**config.mk**
```make
export PLATFORM = sky130hd
export DESIGN_NAME = hsp_top
export DESIGN_NICKNAME = d
export VERILOG_FILES = /design/src/hdl/hsp_pkg.sv /design/src/hdl/hsp_top.sv /design/src/hdl/hsp_sync.sv
export SDC_FILE = /design/constraint.sdc
export NUM_CORES = 1
export LEC_CHECK = 0
export BUFFER_PORTS_ARGS = -buffer_cell sky130_fd_sc_hd__buf_2
export CAP_MARGIN = 30
export CORE_MARGIN = 2
export CORE_UTILIZATION = 46
export CTS_BUF_LIST = sky130_fd_sc_hd__clkbuf_16
export DETAILED_ROUTE_END_ITERATION = 7
export GPL_ROUTABILITY_DRIVEN = 0
export HOLD_SLACK_MARGIN = 0.12
export PLACE_DENSITY = 0.79
export SYNTH_ARGS = -nofsm -noshare
export SYNTH_HDL_FRONTEND = slang
export SYNTH_HIERARCHICAL = 1
export SYNTH_SLANG_ARGS = --single-unit
```
**constraint.sdc**
```tcl
create_clock -name clock -period 2.4 [get_ports clock]
set_input_delay 0.48 -clock clock [delete_from_list [all_inputs] [get_ports clock]]
set_output_delay 0.48 -clock clock [all_outputs]
set_load 0.01 [all_outputs]
```
**src/hdl/hsp_pkg.sv**
```systemverilog
// constants and carrier types for the hub sideband pin control block
// Overview of operation
// - hub enters comms stage only while request input is high
// - request tied high moves hub to comms stage once configured
// - low-to-high request after configuration also enters comms stage
// - two charger outputs driven together as a configured current code
// - suspend output asserts only when the whole hub is suspended
// - suspend output stays inactive unless enabled by configuration
// - low level on interrupt request input is an active request
// - open-drain interrupt output pulls low while interrupt pending
// - one pin is open-drain port power enable and over-current sense
// - straps latched at power-on reset and external reset release
package hsp_pkg;
    localparam int          CLOCK_HZ         = 50_000_000;
    localparam int          RESET_MIN_NS     = 5_000;
    // least time rounds up to whole cycles
    localparam int          RESET_MIN_CYCLES =
        (RESET_MIN_NS * (CLOCK_HZ / 1_000_000) + 999) / 1000;
    localparam int          STRAP_WIDTH      = 4;
    localparam logic [1:0]  CHARGER_RESET    = 2'h0;
    // synchroniser idle levels {request, irq_l, sense_l}: low, high, high
    // so reset never fakes an interrupt or an over-current
    localparam logic [2:0]  SYNC_RESET       = 3'h3;

    typedef struct packed {
        logic       comms_stage_request;
        logic       irq_request_l;
        logic       overcurrent_sense_l;
    } hsp_pins_in_type;

    typedef struct packed {
        logic       suspend_enable;
        logic [1:0] charger_code;
    } hsp_config_type;

    typedef enum {
        HSP_CONFIG,
        HSP_WAIT_LOW,
        HSP_WAIT_HIGH,
        HSP_COMMS
    } hsp_stage_type;
endpackage

```
**src/hdl/hsp_top.sv**
```systemverilog
// sideband pin control: comms gate, charger, suspend, irq, port pin, straps
`timescale 1ns/100ps
`default_nettype none
module hsp_top #(
    parameter int STRAP_WIDTH = hsp_pkg::STRAP_WIDTH
) (
    input  wire logic                   clock,
    input  wire logic                   rst_b,
    input  wire logic                   config_done,
    input  wire hsp_pkg::hsp_config_type config_in,
    input  wire logic                   hub_suspended,
    input  wire logic                   interrupt_pending,
    input  wire logic                   port_power_enable,
    input  wire logic                   comms_stage_request,
    input  wire logic                   irq_request_l,
    input  wire logic                   port_power_ctl_pin_in,
    input  wire logic [STRAP_WIDTH-1:0] strap_in,
    output logic                        comms_stage_active,
    output logic                        irq_active,
    output logic                        overcurrent,
    output logic                        charger_indicate_0,
    output logic                        charger_indicate_1,
    output logic                        suspend_indicate,
    output logic                        int_out_l_o,
    output logic                        int_out_l_oe,
    output logic                        port_power_ctl_pin_o,
    output logic                        port_power_ctl_pin_oe,
    output logic [STRAP_WIDTH-1:0]      strap_value
);
    hsp_pkg::hsp_pins_in_type pins_raw;
    hsp_pkg::hsp_pins_in_type pins_sync;
    hsp_pkg::hsp_stage_type   stage;
    hsp_pkg::hsp_stage_type   next_stage;
    logic                     request_prev;
    logic                     request_rise;
    logic                     strap_pending;

    // request, interrupt and sense pin inputs cross into the core clock first; straps do not
    assign pins_raw.comms_stage_request = comms_stage_request;
    assign pins_raw.irq_request_l       = irq_request_l;
    assign pins_raw.overcurrent_sense_l = port_power_ctl_pin_in;

    hsp_sync #(
        .WIDTH       (3),
        .RESET_VALUE (hsp_pkg::SYNC_RESET)
    ) u_sync (
        .clock       (clock),
        .rst_b       (rst_b),
        .async_in    (pins_raw),
        .reset_value (hsp_pkg::SYNC_RESET),
        .sync_out    (pins_sync)
    );

    // edge detect on the synchronised request only
    always_ff @(posedge clock or negedge rst_b) begin
        if (!rst_b) begin
            request_prev <= 1'b0;
        end else begin
            request_prev <= pins_sync.comms_stage_request;
        end
    end
    assign request_rise = pins_sync.comms_stage_request & ~request_prev;

    // comms stage sequencing after configuration
    always_comb begin
        next_stage = stage;
        case (stage)
            hsp_pkg::HSP_CONFIG: begin
                if (config_done) begin
                    if (pins_sync.comms_stage_request) begin
                        next_stage = hsp_pkg::HSP_COMMS;
                    end else begin
                        next_stage = hsp_pkg::HSP_WAIT_HIGH;
                    end
                end
            end
            hsp_pkg::HSP_WAIT_LOW: begin
                if (!pins_sync.comms_stage_request) begin
                    next_stage = hsp_pkg::HSP_WAIT_HIGH;
                end
            end
            hsp_pkg::HSP_WAIT_HIGH: begin
                if (request_rise) begin
                    next_stage = hsp_pkg::HSP_COMMS;
                end
            end
            hsp_pkg::HSP_COMMS: begin
                if (!pins_sync.comms_stage_request) begin
                    next_stage = hsp_pkg::HSP_WAIT_HIGH;
                end
            end
            default: begin
                next_stage = hsp_pkg::HSP_CONFIG;
            end
        endcase
        // losing configuration restarts the sequence
        if (!config_done) begin
            next_stage = hsp_pkg::HSP_CONFIG;
        end
    end

    always_ff @(posedge clock or negedge rst_b) begin
        if (!rst_b) begin
            stage <= hsp_pkg::HSP_CONFIG;
        end else begin
            stage <= next_stage;
        end
    end

    // gate by live level so a drop leaves the stage at once
    assign comms_stage_active = (stage == hsp_pkg::HSP_COMMS) &
                                pins_sync.comms_stage_request;

    // charger code and suspend from flops, data outputs other than comms_stage_active are registered
    always_ff @(posedge clock or negedge rst_b) begin
        if (!rst_b) begin
            charger_indicate_0 <= hsp_pkg::CHARGER_RESET[0];
            charger_indicate_1 <= hsp_pkg::CHARGER_RESET[1];
        end else begin
            charger_indicate_0 <= config_in.charger_code[0];
            charger_indicate_1 <= config_in.charger_code[1];
        end
    end

    always_ff @(posedge clock or negedge rst_b) begin
        if (!rst_b) begin
            suspend_indicate <= 1'b0;
        end else begin
            suspend_indicate <= hub_suspended &
                                config_in.suspend_enable;
        end
    end

    // interrupt request in is active low after sync
    always_ff @(posedge clock or negedge rst_b) begin
        if (!rst_b) begin
            irq_active <= 1'b0;
        end else begin
            irq_active <= ~pins_sync.irq_request_l;
        end
    end

    // open drain: only ever drive low, release otherwise
    always_ff @(posedge clock or negedge rst_b) begin
        if (!rst_b) begin
            int_out_l_oe <= 1'b0;
        end else begin
            int_out_l_oe <= interrupt_pending;
        end
    end
    assign int_out_l_o = 1'b0;

    // shared port pin: enable is released high by pull-up, sense is low
    // limitation: sense is meaningless while we pull the pin low
    always_ff @(posedge clock or negedge rst_b) begin
        if (!rst_b) begin
            port_power_ctl_pin_oe <= 1'b1;
            overcurrent           <= 1'b0;
        end else begin
            port_power_ctl_pin_oe <= ~port_power_enable;
            overcurrent <= port_power_enable &
                           ~pins_sync.overcurrent_sense_l;
        end
    end
    assign port_power_ctl_pin_o = 1'b0;

    // straps caught by clock on the first edge after any reset release
    // rst_b is the merged power-on and external reset (held >= 5 us)
    always_ff @(posedge clock or negedge rst_b) begin
        if (!rst_b) begin
            strap_pending <= 1'b1;
            strap_value   <= '0;
        end else if (strap_pending) begin
            strap_pending <= 1'b0;
            strap_value   <= strap_in;
        end
    end
endmodule
`default_nettype wire

```
**src/hdl/hsp_sync.sv**
```systemverilog
// two flip-flop level synchroniser, one per bit
`timescale 1ns/100ps
`default_nettype none
module hsp_sync #(
    parameter int               WIDTH       = 3,
    parameter logic [WIDTH-1:0] RESET_VALUE = '0
) (
    input  wire logic             clock,
    input  wire logic             rst_b,
    input  wire logic [WIDTH-1:0] async_in,
    input  wire logic [WIDTH-1:0] reset_value,
    output var  logic [WIDTH-1:0] sync_out
);
    logic [WIDTH-1:0] stage1;

    // stage1 is read only by the second flop to limit metastability
    genvar i;
    generate
        for (i = 0; i < WIDTH; i++) begin : g_bit
            always_ff @(posedge clock or negedge rst_b) begin
                if (!rst_b) begin
                    stage1[i]   <= RESET_VALUE[i]; // idle level
                    sync_out[i] <= RESET_VALUE[i];
                end else begin
                    stage1[i]   <= async_in[i];
                    sync_out[i] <= stage1[i];
                end
            end
        end
    endgenerate
    // flops reset from the parameter so the reset branch stays constant
    logic unused_reset_value;
    assign unused_reset_value = ^reset_value;
endmodule
`default_nettype wire

```
Yosys cells after proc, flatten, opt, wreduce, memory -nomap -nowiden. Index checks and enable logic that the tools add are counted.

Bits in registers: 51. Bits of input ports: 16. Output and inout bits: 14. Logic and storage cells: 39.

Equality and inequality tests: 6. Mux-type cells: 5. Bitwise operators: 8. Reductions and logical operators: 3.

Operators by type and width (count): $mux 32 (3); $pmux 32 s3 (1); $eq 32x2->1 const B (2); $eq 32x1->1 const B (1); $eq 32x3->1 const B (1); $logic_not 32->1 (1); $ne 3x3->1 const B (2); $and 1x1->1 (4); $not 1->1 (4); $reduce_and 2->1 (1); $reduce_or 2->1 (1); $mux 1 (1).

Logic depth before layout (Yosys ltp).
Depth after elaboration: 5. Depth in mapped cells: 2. Gate-level depth less buffers: 2.

Cells and area by module. Netlist, hierarchy kept.

Modules (own cells, without submodules): hsp_top (times used 1, cells an instance 33, area an instance 494.2 um2, seq. area each 377.9 um2); hsp_sync (times used 1, cells an instance 6, area an instance 155.1 um2, seq. area each 155.1 um2).

Worst setup path after synthesis. No wires, ideal clock.

Kind: register -> output. Start point: reg u_sync.sync_out[2]. End point: out comms_stage_active. Arrival: 0.581 ns. Required time: 1.920 ns. Slack: 1.339 ns. Cell stages (with the launch flop): 2. Buffers on the path: 0. Cell sequence: dfrtp_1 > and3_1.

Longest elaborated chain between the ends: 1.

RTL lines: start: declaration (RTL line hsp_sync.sv:12) `output var logic [WIDTH-1:0] sync_out`; start signal: indexed assignment (RTL line hsp_sync.sv:23) `sync_out[i] <= RESET_VALUE[i];`; start signal: indexed assignment (RTL line hsp_sync.sv:26) `sync_out[i] <= stage1[i];`; $and 1x1->1 (RTL line hsp_top.sv:111) `assign comms_stage_active = (stage == hsp_pkg::HSP_COMMS) &`; end: declaration (RTL line hsp_top.sv:18) `output logic comms_stage_active,`.

No other way between the ends.

Worst setup path after layout. Same ends and word-level chain as after synthesis.

==> results_dict.tcl <==
set metrics [dict create \
    status "complete, no violations" \
    achievable-frequency_ghz 0.691 \
    floorplan.die_area_um2 1720 \
    cts.hold.buffers_added 0 \
    critPathKind "flop to output pin" \
    grt_max_degree 22 \
    setup_viol 0 \
    worst_setup_path_start_kind "flop" \
    crit_required_ns 1.92 \
    timing.reg2reg.setup_slack_ns 1.39 \
    total_cts_buffers 3 \
    drive_gt1_frac 0.551 \
    netlist_instances 38 \
    grt_pass1_wl_mm 1.64 \
    clock_insertion_delay_worst_skew_ns 0.25 \
    worst_ir_drop_on_vdd_uv 547 \
    worst_hold_path_type "primary input to async pin" \
    tritoncts_clock_tree "yes" \
    drt_first_pass_iters 1 \
    cts_setup_buffers 0 \
    power.static_leakage_uw 0.000448 \
    finalNetCount 86 \
    final_cells 84 \
    finalWirelength_um 915 \
    path_max_fanout 4 \
    clock_tree.htree_level_count 1 \
    grt_setup_unrepaired "false" \
    clkSinkCount 21 \
    worst_setup_path_end_kind "output pin" \
    arrival_ns 0.97 \
    route.detailed.drc 0 \
    final_antenna_net_count 0 \
    grt_util_all_layers 0.135 \
    cell_area_synth_um2 646 \
    period_utilization 0.603 \
    area_growth_pct 35.1 \
    number_of_global_route_vias_before_repair 422 \
    port_buffers 27 \
    global_route.overflow_total 0 \
    final_util 0.670 \
    width_of_the_chip_um 41.5 \
    timing_hold_violations_final 0 \
    power.density_cell_area_nw_per_um2 894 \
    path_clk_slew_ns 0.05 \
    cts.root.buffer_cell "sky130_fd_sc_hd__clkbuf_16" \
    postCtsResizedCells 0 \
    timing.clock.skew_ns 0.00234 \
    dp_slack_ns 1.23 \
    n_antenna_cell 0 \
    count_of_yosys_warnings_during_synthesis 6 \
    period_minus_slack_ns 1.45 \
    total_count_of_max_transition_violations_in_the_final_report 0 \
    initialDrtViolationCount 0 \
    io_pins 30 \
    placedCellCount 80 \
    post_detailed_route_via_to_cell_ratio 4.52 \
    routed-via-count 380 \
    clockBufferDepth 2 \
    antenna_found_initial 0 \
    max_cap_violations 0 \
    die_y_um 41.5 \
    placementRows 13 \
    setup_total_negative_slack_ns 0 \
    core_area_um2 1300 \
    route.detailed.wl_per_inst_um 10.9 \
    syn-mean-instance-area_um2 17.0 \
    fin_ws_ns 0.953 \
    initial_core_util 0.496 \
]
metal layers:
metal | vias to the layer above | GRT usage | wire (um) | part of all wire
met3 | 5 | 0.0522 | 71 | 0.078
li1 | 175 | - | - | -
met4 | 0 | 0.116 | 37 | 0.040
met5 | - | 0 | 0 | 0
met1 | 179 | 0.149 | 357 | 0.39
met2 | 21 | 0.200 | 449 | 0.49
sequential cells by signal (all words and copies together) (netlist names):
name / flops
charger_indicate_0: 1
int_out_l_oe: 1
request_prev: 1
u_sync/stage1: 3
overcurrent: 1
port_power_ctl_pin_oe: 1
suspend_indicate: 1
irq_active: 1
strap_pending: 1
charger_indicate_1: 1
u_sync/sync_out: 3
stage: 2
strap_value: 4
power breakdown:
group	internal, uW	switching [uW]
combinational	23.9	25.8
clock	223	118
sequential	380	8.82
total	627	153
through the flow:
stage	total power (uW)	hold WS (ns)	cell area [um^2]
2_1_floorplan	414	0.184	653
3_3_place_gp	443	0.334	792
3_5_place_dp	445	0.336	792
4_1_cts	789	0.176	872
5_1_grt	815	0.198	872
6_report	780	0.160	872
area by class of cell:
class / count / area, um^2
Clock buffer: 3 / 75.1
Clock inverter: 1 / 5.00
Fill cell: 103 / 429
Inverter: 3 / 11.3
Multi-Input combinational cell: 14 / 93.8
Sequential cell: 21 / 533
Tap cell: 15 / 18.8
Timing Repair Buffer: 27 / 135
worst max-delay path, cell delays in order (launching register included):
cell and delay, ns:
sky130_fd_sc_hd__dfrtp_1 0.40, sky130_fd_sc_hd__and3_1 0.18, sky130_fd_sc_hd__buf_2 0.13
final timing paths:
kind,startpoint,endpoint,cells after the start
worst min register to register,u_sync/stage1[2],u_sync/sync_out[2],0
min in group clock,port_power_ctl_pin_in,u_sync/stage1[0],1
worst min-delay path,rst_b,suspend_indicate,1
worst max-delay path,u_sync/sync_out[2],comms_stage_active,2
worst max register to register,strap_pending,strap_value[1],1
max in group asynchronous,rst_b,strap_pending,1
cells in the final DEF (no fill, tap or decap), drive strengths merged:
cell    count
a31oi       1
and2        1
and3        1
buf        27
clkbuf      3
clkinv      1
conb        3
dfrtp      15
dfstp       6
inv         3
mux2        4
nand2       2
nor2        1
o21a        1
Power figures use the tool's default switching activity.
